$ cat src/rtl/sar_adc_pkg.sv
// Function
// With sample-and-hold: 33 cycles at 10 bits, 28 at 8 bits.
// Without sample-and-hold: 59 cycles at 10 bits, 49 at 8 bits.
// Cycle count applies once per converted channel.
// Conversion clock is source divided by 4, by 2, or undivided.
// Sample-and-hold samples input for 3 cycles, then converts.
// Software keeps conversion clock at 1 MHz or more with hold.
// 8-bit resolution resolves only the top 8 of 10 bits.
// A setting selects software start or external trigger pin start; the code applies the trigger setting in one-shot mode only.
// One-shot software start converts the one selected channel of eight.
// One-shot end: load result, set request, clear start, halt.
// Trigger mode with start set: falling trigger edge starts conversion.
// Trigger conversion end: store, set request, stop, await next edge.
// Trigger edge during conversion aborts and restarts it.
// Expanded input: convert chosen expansion input, finish as one-shot.
// Amplifier mode: route channel out, convert expansion input pin.
// Repeat mode converts continuously, no interrupt request.
// Repeat continues until software clears the start flag.
// Sweep group is channels 0-1, 0-3, 0-5 or 0-7.
// Software waits 1 us after reference reconnect before starting.
// Sweep converts each channel in turn, then request and stop.
// Approximation resolves bits MSB first from midscale.
// Clearing start mid-conversion abandons it without writing results.
package sar_adc_pkg;
  localparam int RES_BITS = 10;
  localparam int CHANNELS = 8;
  localparam logic [5:0] CYC_SH_10 = 6'd33;
  localparam logic [5:0] CYC_SH_8 = 6'd28;
  localparam logic [5:0] CYC_NS_10 = 6'd59;
  localparam logic [5:0] CYC_NS_8 = 6'd49;
  localparam logic [5:0] SAMPLE_CYC = 6'd3;
  localparam logic [9:0] MIDSCALE = 10'h200;
  localparam logic [3:0] BITS_10 = 4'ha;
  localparam logic [3:0] BITS_8 = 4'h8;
  // Clock select codes
  localparam logic [1:0] DIV_4 = 2'h0;
  localparam logic [1:0] DIV_2 = 2'h1;
  localparam logic [1:0] DIV_1 = 2'h2;
  typedef enum logic [1:0] {
    MODE_ONE_SHOT, MODE_REPEAT, MODE_SWEEP
  } mode_e;
  typedef enum logic [1:0] {
    INPUT_NORMAL, INPUT_EXPANDED, INPUT_AMPLIFIER
  } route_e;
endpackage : sar_adc_pkg

$ cat src/rtl/sar_adc_sequencer.sv
`timescale 1ns/1ps
module sar_adc_sequencer (
  // Clock and reset
  input wire logic clock,
  input wire logic arst_n,
  // Control bits
  input wire logic start_set,
  input wire logic start_clear,
  input wire sar_adc_pkg::mode_e mode,
  input wire sar_adc_pkg::route_e route,
  input wire logic [1:0] clock_select,
  input wire logic resolution_10,
  input wire logic sample_hold_en,
  input wire logic trigger_select,
  input wire logic [2:0] channel_select,
  input wire logic [1:0] sweep_group,
  input wire logic expansion_select,
  input wire logic request_clear,
  // Pins and analog side
  input wire logic conv_trigger_pin,
  input wire logic comparator_high,
  // Status and results
  output logic start_flag,
  output logic conv_request,
  output logic busy,
  output logic [2:0] analog_input_channel,
  output logic selected_expansion_input,
  output logic expansion_out_pin,
  output wire logic [9:0] trial_code,
  output logic [9:0] result [8],
  output logic [7:0] result_strobe
);
  import sar_adc_pkg::*;

  // ****************************************************
  // Reset and pin synchronisers
  // ****************************************************
  logic rst_meta, rst_n;
  always_ff @(posedge clock or negedge arst_n) begin
    if (!arst_n) begin
      rst_meta <= 1'b0;
      rst_n <= 1'b0;
    end else begin
      rst_meta <= 1'b1;
      rst_n <= rst_meta;
    end
  end

  logic trig_meta, trig_sync, trig_prev;
  always_ff @(posedge clock or negedge rst_n) begin
    if (!rst_n) begin
      trig_meta <= 1'b1;
      trig_sync <= 1'b1;
      trig_prev <= 1'b1;
    end else begin
      trig_meta <= conv_trigger_pin;
      trig_sync <= trig_meta;
      trig_prev <= trig_sync;
    end
  end
  logic trig_fall;
  assign trig_fall = trig_prev & ~trig_sync;

  logic cmp_meta, cmp_sync;
  always_ff @(posedge clock or negedge rst_n) begin
    if (!rst_n) begin
      cmp_meta <= 1'b0;
      cmp_sync <= 1'b0;
    end else begin
      cmp_meta <= comparator_high;
      cmp_sync <= cmp_meta;
    end
  end

  // ****************************************************
  // Conversion clock enable
  // ****************************************************
  logic [1:0] div_count;
  logic tick;
  always_ff @(posedge clock or negedge rst_n) begin
    if (!rst_n) div_count <= 2'h0;
    else div_count <= div_count + 2'h1;
  end
  // Divider select
  always_comb begin
    case (clock_select)
      DIV_4: tick = (div_count == 2'h3);
      DIV_2: tick = div_count[0];
      default: tick = 1'b1;
    endcase
  end

  // ****************************************************
  // Sequencer
  // ****************************************************
  typedef enum logic [1:0] {IDLE, WAIT_TRIG, SAMPLE, CONVERT} state_e;
  state_e state;
  logic [5:0] cycle;
  logic [3:0] bit_idx;
  logic [9:0] sar;
  logic [2:0] chan;
  logic [2:0] last_chan;
  logic [5:0] total_cyc;
  logic [3:0] nbits;

  // Cycles per channel
  function automatic logic [5:0] cycles_for(input logic sh,
                                            input logic r10);
    if (sh) cycles_for = r10 ? CYC_SH_10 : CYC_SH_8;
    else cycles_for = r10 ? CYC_NS_10 : CYC_NS_8;
  endfunction : cycles_for

  assign total_cyc = cycles_for(sample_hold_en, resolution_10);
  // Eight-bit resolves top bits only
  assign nbits = resolution_10 ? BITS_10 : BITS_8;
  // Sweep group top channel
  assign last_chan = {sweep_group, 1'b1};

  // Bit decisions are spread evenly after the sampling window
  // Each lands one tick early so the last bit is in before the write
  logic [5:0] bit_period;
  assign bit_period = 6'((total_cyc - SAMPLE_CYC) / {2'h0, nbits});

  logic last_cycle, stop_now, trig_mode;
  assign last_cycle = tick && (cycle == total_cyc - 6'd1);
  assign stop_now = start_clear;
  assign trig_mode = trigger_select && (mode == MODE_ONE_SHOT);

  logic finish, finish_last;
  assign finish = (state == CONVERT) && last_cycle && !stop_now
                  && !(trig_mode && trig_fall);
  assign finish_last = (mode == MODE_SWEEP) ? (chan == last_chan)
                                             : 1'b1;

  // State control
  always_ff @(posedge clock or negedge rst_n) begin
    if (!rst_n) begin
      state <= IDLE;
      cycle <= 6'h0;
      chan <= 3'h0;
    end else if (stop_now || (state != IDLE && !start_flag)) begin
      state <= IDLE;
      cycle <= 6'h0;
    end else begin
      case (state)
        IDLE: begin
          cycle <= 6'h0;
          chan <= (mode == MODE_SWEEP) ? 3'h0 : channel_select;
          if (start_set) state <= trig_mode ? WAIT_TRIG : SAMPLE;
        end
        WAIT_TRIG: begin
          cycle <= 6'h0;
          chan <= channel_select;
          if (trig_fall) state <= SAMPLE;
        end
        SAMPLE, CONVERT: begin
          if (trig_mode && trig_fall) begin
            state <= SAMPLE;
            cycle <= 6'h0;
          end else if (last_cycle) begin
            cycle <= 6'h0;
            state <= SAMPLE;
            // Next channel restarts the count
            if (mode == MODE_SWEEP) begin
              if (finish_last) state <= IDLE;
              else chan <= chan + 3'h1;
            end else if (mode == MODE_ONE_SHOT) begin
              state <= trig_mode ? WAIT_TRIG : IDLE;
            end
          end else if (tick) begin
            cycle <= cycle + 6'h1;
            // Sampling window
            if (cycle == SAMPLE_CYC - 6'd1) state <= CONVERT;
          end
        end
        default: state <= IDLE;
      endcase
    end
  end

  // Successive approximation from midscale
  always_ff @(posedge clock or negedge rst_n) begin
    if (!rst_n) begin
      sar <= MIDSCALE;
      bit_idx <= 4'h0;
    end else if (state != CONVERT) begin
      sar <= MIDSCALE;
      bit_idx <= 4'h0;
    end else if (tick && bit_idx < nbits && bit_period != 6'h0
                 && 6'(cycle - SAMPLE_CYC + 6'd2) ==
                    6'(bit_period * {2'h0, bit_idx + 4'h1})) begin
      sar[4'd9 - bit_idx] <= cmp_sync;
      if (bit_idx + 4'h1 < nbits)
        sar[4'd8 - bit_idx] <= 1'b1;
      bit_idx <= bit_idx + 4'h1;
    end
  end

  // ****************************************************
  // Start flag and request
  // ****************************************************
  // Start flag clears at the end of a pass
  always_ff @(posedge clock or negedge rst_n) begin
    if (!rst_n) start_flag <= 1'b0;
    else if (start_set) start_flag <= 1'b1;
    else if (start_clear) start_flag <= 1'b0;
    else if (finish && finish_last && !trig_mode
             && mode != MODE_REPEAT)
      start_flag <= 1'b0;
  end

  // Request set wins over clear, never in repeat
  always_ff @(posedge clock or negedge rst_n) begin
    if (!rst_n) conv_request <= 1'b0;
    else if (finish && finish_last && mode != MODE_REPEAT)
      conv_request <= 1'b1;
    else if (request_clear) conv_request <= 1'b0;
  end

  // ****************************************************
  // Results and routing
  // ****************************************************
  // Result written only on a full conversion
  always_ff @(posedge clock or negedge rst_n) begin
    if (!rst_n) begin
      for (int i = 0; i < CHANNELS; i++) result[i] <= 10'h0;
      result_strobe <= 8'h0;
    end else begin
      result_strobe <= 8'h0;
      if (finish) begin
        result[chan] <= resolution_10 ? sar : {2'h0, sar[9:2]};
        result_strobe[chan] <= 1'b1;
      end
    end
  end

  // Busy while sampling or converting
  always_ff @(posedge clock or negedge rst_n) begin
    if (!rst_n) busy <= 1'b0;
    else busy <= (state == SAMPLE) || (state == CONVERT);
  end

  // Channel currently routed to the converter
  always_ff @(posedge clock or negedge rst_n) begin
    if (!rst_n) analog_input_channel <= 3'h0;
    else analog_input_channel <= chan;
  end

  // Expansion input choice
  always_ff @(posedge clock or negedge rst_n) begin
    if (!rst_n) selected_expansion_input <= 1'b0;
    else selected_expansion_input <= (route == INPUT_AMPLIFIER)
                                     ? 1'b1 : expansion_select;
  end

  // Amplifier routing out
  always_ff @(posedge clock or negedge rst_n) begin
    if (!rst_n) expansion_out_pin <= 1'b0;
    else expansion_out_pin <= (route == INPUT_AMPLIFIER)
                              && (state != IDLE);
  end

  // Trial code comes straight from the approximation register so the
  // comparator answer is back through its synchroniser in time
  assign trial_code = sar;
endmodule : sar_adc_sequencer

$ cat config.mk
export PLATFORM = sky130hd
export DESIGN_NAME = sar_adc_sequencer
export DESIGN_NICKNAME = d
export VERILOG_FILES = /design/src/rtl/sar_adc_pkg.sv /design/src/rtl/sar_adc_sequencer.sv
export SDC_FILE = /design/constraint.sdc
export NUM_CORES = 1
export LEC_CHECK = 0
export BUFFER_PORTS_ARGS = -buffer_cell sky130_fd_sc_hd__clkbuf_2
export CORE_MARGIN = 8
export CORE_UTILIZATION = 55
export DETAILED_ROUTE_END_ITERATION = 12
export PLACE_DENSITY = 0.79
export SKIP_LAST_GASP = 1
export SLEW_MARGIN = 20
export SYNTH_ARGS = -nofsm -noshare
export SYNTH_HDL_FRONTEND = slang
export SYNTH_SLANG_ARGS = --single-unit
export TNS_END_PERCENT = 100
$ cat constraint.sdc
create_clock -name clock -period 4.99 [get_ports clock]
set_clock_uncertainty 0.05 [all_clocks]
set_input_delay 0.499 -clock clock [delete_from_list [all_inputs] [get_ports clock]]
set_output_delay 0.499 -clock clock [all_outputs]
set_load 0.05 [all_outputs]
After elaboration in Yosys (flattened, before gate mapping)
Index checks and enable logic that the tools add are counted.
{"block": "totals", "ff_bits": 130, "in_bits": 22, "elab_cells": 166}
{"block": "classes", "n_addsub": 10, "mul": 1, "div": 1, "magnitude_cmp": 10, "eq_ne": 21, "muxes": 53, "bitwise": 5, "reduce_logical": 37}
{"cell": "bitwise mux 80 bit", "count": 1}
{"cell": "two-way mux 10 bit", "count": 5}
{"cell": "two-way mux 6 bit", "count": 6}
{"cell": "demux 10 bit (select 3 bit)", "count": 1}
{"cell": "two-way mux 2 bit", "count": 12}
{"cell": "logical AND 1 bit", "count": 19}
{"cell": "two-way mux 3 bit", "count": 5}
{"cell": "equality test 6 bit", "count": 2}
{"cell": "two-way mux 4 bit", "count": 3}
{"cell": "one-hot mux 6 bit (2 select lines)", "count": 1}
{"cell": "subtractor 6 x 2 -> 6 bit (second input constant)", "count": 2}
{"cell": "two-way mux 1 bit", "count": 11}
{"cell": "bitwise mux 10 bit", "count": 1}
{"cell": "equality test 2 bit (second input constant)", "count": 5}
{"cell": "< comparator 4 x 5 -> 1 bit (second input constant)", "count": 2}
{"cell": "!= test 2 bit (second input constant)", "count": 5}
{"cell": "!= test 5 bit (second input constant)", "count": 2}
{"cell": "OR 10 bit", "count": 1}
{"cell": "one-hot mux 3 bit (3 select lines)", "count": 1}
{"cell": "demux 1 bit (select 4 bit)", "count": 2}
{"cell": "greater-or-equal comparator 4 x 1 -> 1 bit (second input constant)", "count": 2}
{"cell": "< comparator 4 bit", "count": 2}
{"cell": "two-way mux 8 bit", "count": 1}
{"cell": "subtractor 4 bit (first input constant)", "count": 2}
{"cell": "32 further kinds", "count": 44}

Longest topological paths before layout
{"block": "depth", "ltp_word": 14, "mapped_depth": 17}

Worst setup path before layout
Ideal clock, no wire load.
{"block": "synth_timing", "path_type": "input-to-reg", "from": "in resolution_10", "to": "reg bit_idx[3]", "arrival_time_ns": 4.070, "t_required_ns": 4.862, "setup_slack_ns": 0.793, "path_stages": 15, "path_cell_list": "inv_1 ha_1 a211oi_2 xnor2_1 nor2_1 nor2_1 fa_1 ha_1 fa_1 xnor3_1 xor2_1 nor4b_4 nand3_1 or3_1 a21oi_1"}
{"block": "synth_between", "elab_chain_len": 8, "word_cells_on_any_way": 14}
{"element": "start, declared", "line": "sar_adc_sequencer.sv:12", "rtl": "input wire logic resolution_10,"}
{"element": "two-way mux 6 bit / two-way mux 4 bit (equally long branches)", "line": "sar_adc_sequencer.sv:109, sar_adc_sequencer.sv:110"}
{"element": "two-way mux 6 bit", "line": "sar_adc_sequencer.sv:109", "rtl": "if (sh) cycles_for = r10 ? CYC_SH_10 : CYC_SH_8;"}
{"element": "subtractor 6 x 2 -> 6 bit", "line": "sar_adc_sequencer.sv:122", "rtl": "assign bit_period = 6'((total_cyc - SAMPLE_CYC) / {2'h0, nbits});"}
{"element": "divider 6 x 4 -> 6 bit", "line": "sar_adc_sequencer.sv:122"}
{"element": "multiplier 6 x 4 -> 6 bit / nonzero test 6 bit (equally long branches)", "line": "sar_adc_sequencer.sv:191, sar_adc_sequencer.sv:189"}
{"element": "equality test 6 bit / logical AND 1 bit (equally long branches)", "line": "sar_adc_sequencer.sv:190, sar_adc_sequencer.sv:189"}
{"element": "logical AND 1 bit (*)", "line": "sar_adc_sequencer.sv:190", "rtl": "&& 6'(cycle - SAMPLE_CYC + 6'd2) =="}
{"element": "nonzero test 2 bit (no line) (*)"}
{"element": "end signal, assigned", "line": "sar_adc_sequencer.sv:195", "rtl": "bit_idx <= bit_idx + 4'h1;"}
{"element": "end, declared", "line": "sar_adc_sequencer.sv:99", "rtl": "logic [3:0] bit_idx;"}
Every way passes the cells marked *; elsewhere a longest branch is shown, timed or not.
A chain may end at the register's enable or synchronous reset.

Worst setup path after layout
{"block": "layout_timing", "from": "in resolution_10", "to": "reg sar[8], in the netlist trial_code[8]"}
{"block": "layout_between", "elab_chain_len": 8, "word_cells_on_any_way": 18}
{"element": "two-way mux 6 bit / two-way mux 4 bit (equally long branches)", "line": "sar_adc_sequencer.sv:109, sar_adc_sequencer.sv:110"}
{"element": "two-way mux 6 bit", "line": "sar_adc_sequencer.sv:109"}
{"element": "subtractor 6 x 2 -> 6 bit", "line": "sar_adc_sequencer.sv:122"}
{"element": "divider 6 x 4 -> 6 bit", "line": "sar_adc_sequencer.sv:122"}
{"element": "multiplier 6 x 4 -> 6 bit / nonzero test 6 bit (equally long branches)", "line": "sar_adc_sequencer.sv:191, sar_adc_sequencer.sv:189"}
{"element": "equality test 6 bit / logical AND 1 bit (equally long branches)", "line": "sar_adc_sequencer.sv:190, sar_adc_sequencer.sv:189"}
{"element": "logical AND 1 bit", "line": "sar_adc_sequencer.sv:190"}
{"element": "nonzero test 2 bit (no line)"}
{"element": "end signal, assigned by index", "line": "sar_adc_sequencer.sv:192", "rtl": "sar[4'd9 - bit_idx] <= cmp_sync;"}
{"element": "end, declared", "line": "sar_adc_sequencer.sv:100", "rtl": "logic [9:0] sar;"}
Several ways; a longest one is shown, not always the timed one. The select of a mux whose other input is x is not followed.

==> reports/metrics.yaml <==
wl_per_cell_um: 19.8
cts.path.max_buffers: 2
tightestPinTransition_ns: 0.943
hold_path_class: "in -> reg"
num_antenna_cells: 0
grt_max_degree: 74
ir_drop_mv: 0.262
vias: 4542
clk_pin_slew_ns: 0.06
crit_type: "in -> reg"
final_cell_mix: "clkbuf_2 (127), dfrtp_1 (125), mux2_2 (82)"
yosys.cell_types.count: 64
cap_violations: 0
post_cts_resized: 0
syn_to_final_growth_pct: 20.0
slew-limit-headroom: 0.371
cts_max_level: 4
layout_min_cycle_time_ns: 4.58
post_synth.cell_area_avg_um2: 12.6
status: "complete, no violations"
hold_ws_ns: 0.124
holdBufCountCts: 1
first_global_vias: 4762
place_hpwl_mm: 11.6
crit_path_max_fanout: 14
final_common_cell: "clkbuf_2"
r2r_start: "bit_idx[0]"
drc: 0
r2r_slack_ns: 0.50
cpPeakStageDelay_ns: 0.63
power_density_nw_per_um2: 354
hp-start: "conv_trigger_pin"
worstPathArrival_ns: 4.78
root_buffer: "clkbuf_16"
io_pins: 128
synth_cells: 510
yosysSeqAreaShare: 0.505
fmax_mhz: 218
grt_pass1_wl_mm: 25.6
fill_cells: 819
antenna_found_initial: 0
drt-total-wl_mm: 15.7
path_cells: "clkbuf_2, buf_4, ha_1, a211oi_2, xnor2_1, nor2_1, nor2_1, fa_1, ha_1, fa_1, xnor2_1, xnor2_1, nor3_1, nand2_1, nor2_1, a211oi_1"
synthesis.nets: 563
finalSetupViolCount: 0
grt_overflow: 0
drv_slew: 0
ant_nets: 0
place.gp.congestion: 0.950
firstDrtPassIters: 5
cts_tree: "built"
rsz0062_at_grt: "no"
hold_depth: 1
final_layout_size_suffix_gt1_frac: 0.411
p_leak_nw: 4.14
synth.cell_area_um2: 6450
reg2reg_depth: 12
async_flop_share: 1.00
start_util: 0.565
nets: 689
num_rows: 39
numClockSinks: 130
clk_latency_ns: 0.41
crit_slowest_cell: "nor2_1"
die_w_um: 124
timing.rr.end: "trial_code[8]"
required_ns: 5.18
finalHoldViolCount: 0
synth_ff_type: "dfrtp_1"
start_kind: "primary input"
coreArea_um2: 11400
ys_ff_latch: 130
port_buffers: 127
vias_per_cell: 5.73
endpoint_kind: "flop"
track_usage: 0.204
setup_tns_ns: 0
cts_setup_buffers: 0
dieArea_um2: 15400
yosysWarnings: 0
numCtsBuffers: 17
hold_end: "trig_meta"
fin_crit_sh: 0.919
synth_edf_count: 0
drt_first_iter_violations: 341
die_h_um: 124
-- stage by stage --
stage / cell area [um2] / setup WS [ns] / instances / power (W) / utilization
global route: 7740 / 0.218 / 792 / 0.00285 / 0.678
CTS: 7740 / 0.511 / 792 / 0.00276 / 0.678
global placement: 7150 / 0.333 / 759 / 0.00154 / 0.626
floorplan: 6450 / 0.793 / 510 / 0.00147 / -
detailed placement: 7150 / 0.101 / 759 / 0.00156 / 0.626
finish: 7740 / 0.407 / 792 / 0.00274 / 0.678
-- synthesized netlist by cell type, types with 3 or more instances --
cell type	count	area (um2)
buf_6	6	67.6
a31oi_1	3	18.8
and3_1	8	50.1
buf_2	6	30.0
a21oi_1	10	50.1
dfrtp_1	126	3150
and3_4	3	33.8
and2_1	3	18.8
xor2_1	8	70.1
nor2b_1	8	50.1
nand2_1	19	71.3
buf_1	5	18.8
o31ai_1	3	22.5
nand3b_1	5	37.5
nor2_1	22	82.6
a211oi_1	3	22.5
o211a_1	8	80.1
o21ai_0	11	55.1
and3b_1	3	26.3
o2111ai_1	8	70.1
dfstp_2	4	105
nor3_1	9	45.0
ha_1	29	363
mux2_2	82	923
clkbuf_1	7	26.3
nand2b_1	5	31.3
mux2i_1	11	110
xnor2_1	18	158
nor3b_1	3	22.5
inv_1	14	52.6
mux2_1	9	101
nand3_1	11	55.1
-- kinds of logic (layout without fill, tap and decap cells) --
| kind of cell | Yosys count | count (layout) | share of synthesized area |
|---|---|---|---|
| flip-flops | 130 | 130 | 0.505 |
| AND/OR/NAND/NOR | 113 | 113 | 0.103 |
| multiplexers | 102 | 102 | 0.176 |
| AO/OA/AOI/OAI | 66 | 66 | 0.0786 |
| buffers and inverters | 39 | 178 | 0.0314 |
| adder cells (fa/ha/maj) | 31 | 31 | 0.0625 |
| XOR/XNOR | 28 | 28 | 0.0423 |
| other | 1 | 1 | 0.000582 |
-- layout make-up --
cell class,instances,area [um2],area share
Clock buffer,17,425,0.0550
Inverter,14,52.6,0.00679
Timing Repair Buffer,132,676,0.0873
Clock inverter,15,156,0.0202
Multi-Input combinational cell,341,2990,0.386
Sequential cell,130,3260,0.422
Tap cell,143,179,0.0231
-- worst max-delay path, delay by kind of cell --
family | cells | cell delay, ns
compound gates | 2 | 0.54
buf+inv | 2 | 0.29
fa+ha+maj | 4 | 1.57
simple gates | 5 | 1.37
xor+xnor | 3 | 0.51
-- sequential cells by signal, indices dropped and copies added (netlist names), 2 cells and up --
signal                flops
result_strobe             8
bit_idx                   4
chan                      3
result                   80
div_count                 2
trial_code               10
state                     2
cycle                     6
analog_input_channel      3
-- worst max path at each step --
stage	startpoint	to	slack, ns	cells past startpoint
2_1_floorplan	resolution_10	bit_idx[3]	0.79	15
3_3_place_gp	resolution_10	trial_code[8]	0.33	16
3_5_place_dp	resolution_10	trial_code[8]	0.10	16
4_1_cts	resolution_10	trial_code[8]	0.51	16
5_1_grt	resolution_10	trial_code[8]	0.22	16
6_report	resolution_10	trial_code[8]	0.41	16
-- where the power goes --
| group | switching (W) | total (W) | internal, W |
|---|---|---|---|
| registers | 0.0000858 | 0.00118 | 0.00110 |
| logic | 0.000241 | 0.000361 | 0.000119 |
| clock network | 0.000530 | 0.00120 | 0.000668 |
| total | 0.000857 | 0.00274 | 0.00188 |
-- per-layer routing --
layer | global-route usage | vias up | part of all wire
met4 | 0.0780 | 0 | 0.022
met3 | 0.0655 | 28 | 0.065
met1 | 0.236 | 2270 | 0.40
met5 | 0 | - | 0
met2 | 0.344 | 167 | 0.51
li1 | - | 2077 | -
(Power assumes the default switching activity.)
